[src/pkg/imcd_pkg.sv]
// package for the interrupt mask and clock divider block
package imcd_pkg;
	localparam int NUM_SRC = 6;
	// register byte addresses
	localparam logic [7:0] ADDR_MASK = 8'hfb;
	localparam logic [7:0] ADDR_REQ = 8'hfa;
	localparam logic [7:0] ADDR_RECOV = 8'h0b;
	localparam logic [7:0] ADDR_ISTAT = 8'h10;
	localparam logic [7:0] ADDR_IEN = 8'h14;
	// field positions
	localparam int MASTER_BIT = 7;
	localparam int RSVD_BIT = 6;
	localparam int PRESCALE_BIT = 0;
	localparam int DELAY_BIT = 5;
	localparam int ISTAT_SVC = 0;
	localparam int ISTAT_WAKE = 1;
	// reset values
	localparam logic MASTER_RST = 1'b0;
	localparam logic [5:0] SRC_EN_RST = 6'h00;
	localparam logic PRESCALE_RST = 1'b0;
	localparam logic DELAY_RST = 1'b1;
	localparam logic [5:0] REQ_RST = 6'h00;
	localparam logic [1:0] IRQ_RST = 2'h0;
	// timing
	localparam int CLK_MHZ = 50;
	localparam int POWER_ON_DELAY_US = 5000;
	localparam int POWER_ON_DELAY_CYC = POWER_ON_DELAY_US * CLK_MHZ;
	localparam int DIV_BASE = 2;
	localparam int DIV_PRESCALE = 16;
endpackage : imcd_pkg

[src/rtl/imcd_top.sv]
// interrupt mask stage with its clock divider and wishbone slave
//
// The implementer's own choice: register access over Wishbone.
`timescale 1ns/1ns
// What this block does
// - bits 5 to 0 of the mask register enable one source each, one meaning enabled.
// - bit 7 is the master enable; zero blocks all, one lets each source follow its own bit.
// - reset clears the master enable and the source bits.
// - system and timer clock ticks come from the oscillator divided by two.
// - recovery register bit 0 adds a divide by sixteen after the divide by two.
// - power-on reset and stop recovery both clear the prescaler selection.
// - the cpu runs on the system tick, and while halted the interrupt logic runs on the timer tick.
// - recovery register bit 5 selects a power-on length start delay, else start at once.
// - a latched request is serviced only when enabled, else it stays as a flag.
// - servicing a request clears its pending bit.
module imcd_top #(
	parameter int NSRC = imcd_pkg::NUM_SRC,
	parameter int DELAY_CYC = imcd_pkg::POWER_ON_DELAY_CYC
) (
	input wire logic sys_clk,
	input wire logic resetn,
	input wire logic wb_cyc_i,
	input wire logic wb_stb_i,
	input wire logic wb_we_i,
	input wire logic [7:0] wb_adr_i,
	input wire logic [3:0] wb_sel_i,
	input wire logic [31:0] wb_dat_i,
	output logic [31:0] wb_dat_o,
	output logic wb_ack_o,
	input wire logic [5:0] srcSet,
	input wire logic unmaskAll,
	input wire logic maskAll,
	input wire logic halted,
	input wire logic stopWake,
	input wire logic [5:0] svcAck,
	output logic [5:0] intPresent,
	output logic sysTick,
	output logic timerTick,
	output logic cpuRun,
	output logic irq
);
	import imcd_pkg::*;

	logic rstSync1, rstSync2;
	always_ff @(posedge sys_clk or negedge resetn) begin
		if (!resetn) begin
			rstSync1 <= 1'b0;
			rstSync2 <= 1'b0;
		end else begin
			rstSync1 <= 1'b1;
			rstSync2 <= rstSync1;
		end
	end
	wire rstN = rstSync2;

	// bus decode
	wire wbReq = wb_cyc_i && wb_stb_i && !wb_ack_o;
	wire wbWr = wbReq && wb_we_i && wb_sel_i[0];
	wire selMask = wb_adr_i == ADDR_MASK;
	wire selReq = wb_adr_i == ADDR_REQ;
	wire selRecov = wb_adr_i == ADDR_RECOV;
	wire selIstat = wb_adr_i == ADDR_ISTAT;
	wire selIen = wb_adr_i == ADDR_IEN;
	wire [7:0] wd = wb_dat_i[7:0];

	logic masterEn_q, masterEn_d;
	logic [5:0] srcEn_q, srcEn_d;
	logic [5:0] req_q, req_d;
	logic prescale_q, prescale_d;
	logic delaySel_q, delaySel_d;
	logic [1:0] istat_q, istat_d;
	logic [1:0] ien_q, ien_d;
	logic ack_q;

	// master bit moves by instruction or by bus write; instructions win
	always_comb begin
		masterEn_d = masterEn_q;
		if (wbWr && selMask)
			masterEn_d = wd[MASTER_BIT];
		if (unmaskAll)
			masterEn_d = 1'b1;
		if (maskAll)
			masterEn_d = 1'b0;
	end
	assign srcEn_d = (wbWr && selMask) ? wd[5:0] : srcEn_q;

	// service only what is presented; set beats both clears
	wire [5:0] svcHit = svcAck & intPresent;
	wire [5:0] reqSwSet = (wbWr && selReq) ? wd[5:0] : 6'h00;
	wire [5:0] reqSwClr = (wbWr && selReq) ? ~wd[5:0] : 6'h00;
	assign req_d = (req_q & ~reqSwClr & ~svcHit) | srcSet | reqSwSet;

	// stop recovery clears the prescaler as reset does
	always_comb begin
		prescale_d = prescale_q;
		delaySel_d = delaySel_q;
		if (wbWr && selRecov) begin
			prescale_d = wd[PRESCALE_BIT];
			delaySel_d = wd[DELAY_BIT];
		end
		if (stopWake)
			prescale_d = PRESCALE_RST;
	end

	wire svcEvt = |svcHit;
	logic wakeDone;
	wire [1:0] evt = {wakeDone, svcEvt};
	wire [1:0] istClr = (wbWr && selIstat) ? wd[1:0] : 2'h0;
	assign istat_d = (istat_q & ~istClr) | evt;
	assign ien_d = (wbWr && selIen) ? wd[1:0] : ien_q;

	always_ff @(posedge sys_clk or negedge rstN) begin
		if (!rstN) begin
			masterEn_q <= MASTER_RST;
			srcEn_q <= SRC_EN_RST;
			req_q <= REQ_RST;
			prescale_q <= PRESCALE_RST;
			delaySel_q <= DELAY_RST;
			istat_q <= IRQ_RST;
			ien_q <= IRQ_RST;
			ack_q <= 1'b0;
		end else begin
			masterEn_q <= masterEn_d;
			srcEn_q <= srcEn_d;
			req_q <= req_d;
			prescale_q <= prescale_d;
			delaySel_q <= delaySel_d;
			istat_q <= istat_d;
			ien_q <= ien_d;
			ack_q <= wbReq;
		end
	end

	assign intPresent = req_q & srcEn_q & {6{masterEn_q}};
	assign irq = |(istat_q & ien_q);
	assign wb_ack_o = ack_q;

	// read data registered at request; bit 6 reads zero
	logic [31:0] rdat_q;
	wire [7:0] rdMask = {masterEn_q, 1'b0, srcEn_q};
	wire [7:0] rdRecov = {2'b00, delaySel_q, 4'h0, prescale_q};
	wire [7:0] rdByte = selMask ? rdMask : selReq ? {2'b00, req_q} : selRecov ? rdRecov :
		selIstat ? {6'h00, istat_q} : selIen ? {6'h00, ien_q} : 8'h00;
	always_ff @(posedge sys_clk or negedge rstN) begin
		if (!rstN)
			rdat_q <= 32'h00000000;
		else if (wbReq)
			rdat_q <= {24'h000000, rdByte};
	end
	assign wb_dat_o = rdat_q;

	// divider: /2 always, then optional /16
	logic div2_q;
	logic [3:0] div16_q;
	always_ff @(posedge sys_clk or negedge rstN) begin
		if (!rstN) begin
			div2_q <= 1'b0;
			div16_q <= 4'h0;
		end else begin
			div2_q <= ~div2_q;
			if (div2_q)
				div16_q <= div16_q + 4'h1;
		end
	end
	wire baseTick = div2_q;
	wire preTick = div2_q && (div16_q == 4'hf);
	wire tick = prescale_q ? preTick : baseTick;
	assign timerTick = tick && halted;
	assign sysTick = tick && !halted && cpuRun;

	// stop recovery start delay
	typedef enum logic [1:0] {
		ST_RUN = 2'b01,
		ST_WAIT = 2'b10
	} imcd_state_t;
	imcd_state_t state_q, state_d;
	logic [31:0] dcnt_q, dcnt_d;
	always_comb begin
		state_d = state_q;
		dcnt_d = dcnt_q;
		wakeDone = 1'b0;
		case (state_q)
			ST_RUN: begin
				if (stopWake && delaySel_q) begin
					state_d = ST_WAIT;
					dcnt_d = 32'(DELAY_CYC - 1);
				end else if (stopWake) begin
					wakeDone = 1'b1;
				end
			end
			ST_WAIT: begin
				if (dcnt_q == 32'h00000000) begin
					state_d = ST_RUN;
					wakeDone = 1'b1;
				end else begin
					dcnt_d = dcnt_q - 32'h00000001;
				end
			end
			default: state_d = ST_RUN;
		endcase
	end
	always_ff @(posedge sys_clk or negedge rstN) begin
		if (!rstN) begin
			state_q <= ST_RUN;
			dcnt_q <= 32'h00000000;
		end else begin
			state_q <= state_d;
			dcnt_q <= dcnt_d;
		end
	end
	assign cpuRun = (state_q == ST_RUN);

	// stall length counter, only read by the checks below
	logic [31:0] stallCnt_q;
	always_ff @(posedge sys_clk or negedge rstN) begin
		if (!rstN)
			stallCnt_q <= 32'h00000000;
		else if (cpuRun)
			stallCnt_q <= 32'h00000000;
		else
			stallCnt_q <= stallCnt_q + 32'h00000001;
	end
endmodule : imcd_top

[config.mk]
export PLATFORM = sky130hd
export DESIGN_NAME = imcd_top
export DESIGN_NICKNAME = d
export VERILOG_FILES = /design/src/pkg/imcd_pkg.sv /design/src/rtl/imcd_top.sv
export SDC_FILE = /design/constraint.sdc
export NUM_CORES = 1
export LEC_CHECK = 0
export BUFFER_PORTS_ARGS = -buffer_cell sky130_fd_sc_hd__clkbuf_2
export CAP_MARGIN = 20
export CORE_AREA = 2 2 87 89
export DETAILED_ROUTE_END_ITERATION = 6
export DIE_AREA = 0 0 89 91
export PLACE_DENSITY = 0.82
export SETUP_SLACK_MARGIN = 0.2
export SLEW_MARGIN = 20
export SYNTH_ARGS = -nofsm -noshare
export SYNTH_HDL_FRONTEND = slang
export SYNTH_SLANG_ARGS = --single-unit
[constraint.sdc]
create_clock -name sys_clk -period 3.9 [get_ports sys_clk]
set_input_delay 0.585 -clock sys_clk [delete_from_list [all_inputs] [get_ports sys_clk]]
set_output_delay 0.585 -clock sys_clk [all_outputs]
set_load 0.1 [all_outputs]
==> load_flow_metrics.sql <==
INSERT INTO impl_metrics (metric_group, metric, value, unit) VALUES
('placement', 'io_buffers', '54', ''),
('detailed_routing', 'drt_iter0_markers', '255', ''),
('floorplan', 'chipWidth', '89', 'um'),
('detailed_routing', 'drt-wirelength-per-cell', '15.0', 'um'),
('floorplan', 'die_h', '91', 'um'),
('clock_network', 'cts_sinks', '68', ''),
('logic_synthesis', 'synth.cell_area', '0.00382', 'mm^2'),
('worst_setup_path', 'startpoint_type', 'flip-flop', ''),
('global_route', 'first_global_vias', '3265', ''),
('finish', 'final_nets', '528', ''),
('global_route', 'grt_start_max_net_pins', '42', ''),
('detailed_routing', 'detail-route-antenna-nets', '0', ''),
('logic_synthesis', 'synth_top_cell_by_area', 'sky130_fd_sc_hd__dfrtp_1', ''),
('clock_network', 'numCtsBuffers', '9', ''),
('sta', 'finalCritPeriodShare', '65.7', '%'),
('finish', 'num_antenna_cells', '0', ''),
('detailed_routing', 'wirelength', '8430', 'um'),
('power_and_ir_drop', 'seq_power_share', '44.8', '%'),
('logic_synthesis', 'synth-compound-area-share', '14.3', '%'),
('clock_network', 'clkTransAtPathRegs', '0.08', 'ns'),
('global_route', 'global_route_wire_length_before_repair', '14700', 'um'),
('logic_synthesis', 'synthAdderAreaFrac', '1.31', '%'),
('worst_setup_path', 'timing.setup.critical_path_class', 'reg -> reg', ''),
('detailed_routing', 'route.detailed.vias_per_inst', '5.80', ''),
('global_route', 'total_global_routing_overflow', '0', ''),
('global_route', 'top_usage_layer', 'met2', ''),
('logic_synthesis', 'yosys-top-cells-area', 'sky130_fd_sc_hd__dfrtp_1 (43%), sky130_fd_sc_hd__buf_4 (5.1%), sky130_fd_sc_hd__or4_1 (4.1%)', ''),
('power_and_ir_drop', 'clockPowerShare', '41.1', '%'),
('sta', 'clock.fmax', '390', 'MHz'),
('global_route', 'met3_track_usage_gr', '4.27', '%'),
('power_and_ir_drop', 'power_density', '377', 'mW/mm^2'),
('finish', 'area_delta_synth_final', '13.6', '%'),
('sta', 'finalClockSkew', '0.00897', 'ns'),
('logic_synthesis', 'post_synth_most_frequent_cells', 'sky130_fd_sc_hd__dfrtp_1 (66), sky130_fd_sc_hd__nand2_1 (39), sky130_fd_sc_hd__nor2_1 (37), sky130_fd_sc_hd__buf_4 (26), sky130_fd_sc_hd__a21oi_1 (23)', ''),
('sta', 'tightest_slew', '0.880', 'ns'),
('logic_synthesis', 'post_synthesis_simple_gate_area_fraction', '26.5', '%'),
('logic_synthesis', 'yosys.area_share.xor_xnor', '1.38', '%'),
('power_and_ir_drop', 'static-leakage-power', '1.93', 'nW'),
('sta', 'hold_slack', '0.366', 'ns'),
('logic_synthesis', 'synth_enable_flop_cells', '0', ''),
('power_and_ir_drop', 'internal', '1.14', 'mW'),
('worst_setup_path', 'crit_arrival', '2.84', 'ns'),
('sta', 'rsz0062_at_grt', 'false', ''),
('worst_setup_path', 'crit_fanout', '7', ''),
('logic_synthesis', 'postSynth.topFlopCell', 'sky130_fd_sc_hd__dfrtp_1', ''),
('sta', 'report.final.slew_viol_count', '0', ''),
('worst_hold_path', 'holdCritPathClass', 'reg -> reg', ''),
('logic_synthesis', 'number_of_instances_in_the_synthesized_netlist', '400', ''),
('logic_synthesis', 'synthDominantCellAreaShare', '43.3', '%'),
('placement', 'finalWeightedCongestion', '0.879', ''),
('worst_setup_path', 'critical_path_required', '4.18', 'ns'),
('sta', 'setup_violating_endpoint_count_in_the_final_report', '0', ''),
('worst_setup_path', 'worst_setup_path_end_kind', 'flip-flop', ''),
('worst_setup_path', 'worst_reg2reg_startpoint', 'dcnt_q[0]', ''),
('sta', 'slew_headroom', '41.3', '%'),
('finish', 'multiInputGateArea', '0.00191', 'mm^2'),
('global_route', 'groute.usage.overall', '22.8', '%'),
('finish', 'layout-drive-gt1-share', '21.6', '%'),
('global_route', 'grtUsageMet2', '37.1', '%'),
('power_and_ir_drop', 'power.switching', '0.492', 'mW'),
('worst_hold_path', 'min-delay-start', 'rstSync1', ''),
('floorplan', 'floorplan.core_area', '0.00714', 'mm^2'),
('finish', 'fill_cells', '613', ''),
('run_status', 'outcome', 'complete, no violations', ''),
('clock_network', 'cts_tree', 'built', ''),
('logic_synthesis', 'synthesis.area_per_instance', '9.54', 'um^2'),
('worst_setup_path', 'crit_start', 'dcnt_q[0]', ''),
('flow_run', 'timing.max_cap.violations', '0', ''),
('clock_network', 'cts_buffer_depth', '2', ''),
('detailed_routing', 'via_count', '3266', ''),
('logic_synthesis', 'synth.distinct_cells', '56', '');
==> registers in the layout, indices dropped and copies added, names as in the netlist, 2 cells and up <==
| name | flops |
|---|---|
| dcnt_q | 32 |
| state_q | 2 |
| wb_dat_o | 7 |
| div16_q | 4 |
| srcEn_q | 6 |
| ien_q | 2 |
| istat_q | 2 |
| req_q | 6 |
==> cell type report <==
class,count,share of cell area (%)
clock inverter,5,1.90
clock buffer,11,3.49
timing repair buffer,60,7.33
tap,99,2.86
multi-input combinational,309,44.1
inverter,11,0.952
sequential,68,39.3
==> metal layers <==
layer  wire length [um]  part of all wire (%)
met2               4070                    48
met5                  0                     0
met3                526                   6.2
met4                273                   3.2
met1               3560                    42
==> logic make-up after synthesis <==
group,Yosys count
buffers and inverters,47
xor gates and xnor gates,6
muxes,14
DFF,68
and+or+nand+nor,177
adders and majority gates,4
AOI/OAI and AO/OA,82
other,2
==> cells in the final DEF, fill, tap and decap left out, drive strengths merged, types with 4 or more instances in the layout <==
cell type	n
inv	11
conb	26
a211o	8
buf	5
o21ai	14
o31ai	13
dfrtp	66
a221oi	4
nor4	8
clkbuf	65
or4	22
nand2	39
or3	11
a31oi	5
ha	4
nand3	16
nand4	9
a21oi	23
mux2	11
and3	9
nor3	6
nor2	37
==> power by group through the flow <==
| stage | clock network (mW) | logic [mW] | registers [mW] |
|---|---|---|---|
| 2_1_floorplan | 0 | 0.143 | 0.808 |
| 3_3_place_gp | 0 | 0.226 | 0.747 |
| 3_5_place_dp | 0 | 0.228 | 0.748 |
| 4_1_cts | 0.685 | 0.230 | 0.735 |
| 5_1_grt | 0.716 | 0.241 | 0.738 |
| 6_report | 0.673 | 0.230 | 0.734 |
==> per-stage QoR <==
step	setup WS (ns)	utilization (%)	cell area (um^2)	instances	total power [mW]
finish	1.34	60.8	4340	563	1.64
global route	1.07	60.8	4340	563	1.69
CTS	1.41	60.8	4340	563	1.65
detailed placement	1.33	57.3	4090	546	0.977
global placement	1.37	57.3	4090	546	0.974
floorplan	0.939	-	3910	424	0.952
==> critical path, cell delays in order, from the launching register on <==
cell and delay, ns:
sky130_fd_sc_hd__dfrtp_1 0.40, sky130_fd_sc_hd__inv_1 0.08, sky130_fd_sc_hd__ha_1 0.21, sky130_fd_sc_hd__nor4b_2 0.67, sky130_fd_sc_hd__nand3_1 0.23, sky130_fd_sc_hd__or4_1 0.59
sky130_fd_sc_hd__a21o_1 0.19, sky130_fd_sc_hd__a21oi_1 0.12
==> final timing paths <==
kind | to | slack, ns | depth (start not counted)
max | dcnt_q[27] | 1.34 | 7
min reg2reg | rstN | 0.37 | 0
max reg2reg | dcnt_q[27] | 1.34 | 7
max in group asynchronous | delaySel_q | 2.59 | 1
min in group asynchronous | ien_q[0] | 0.40 | 0
min | rstN | 0.37 | 0
==> repair_timing <==
item | 4_1_cts | 5_1_grt
setup endpoints to repair | 0 | 0
endpoints found under the hold margin | 2 | 0
hold buffers | 1 | 0
buffers inserted | 0 | 0
resized for setup | 0 | 0
(Power assumes the default switching activity.)
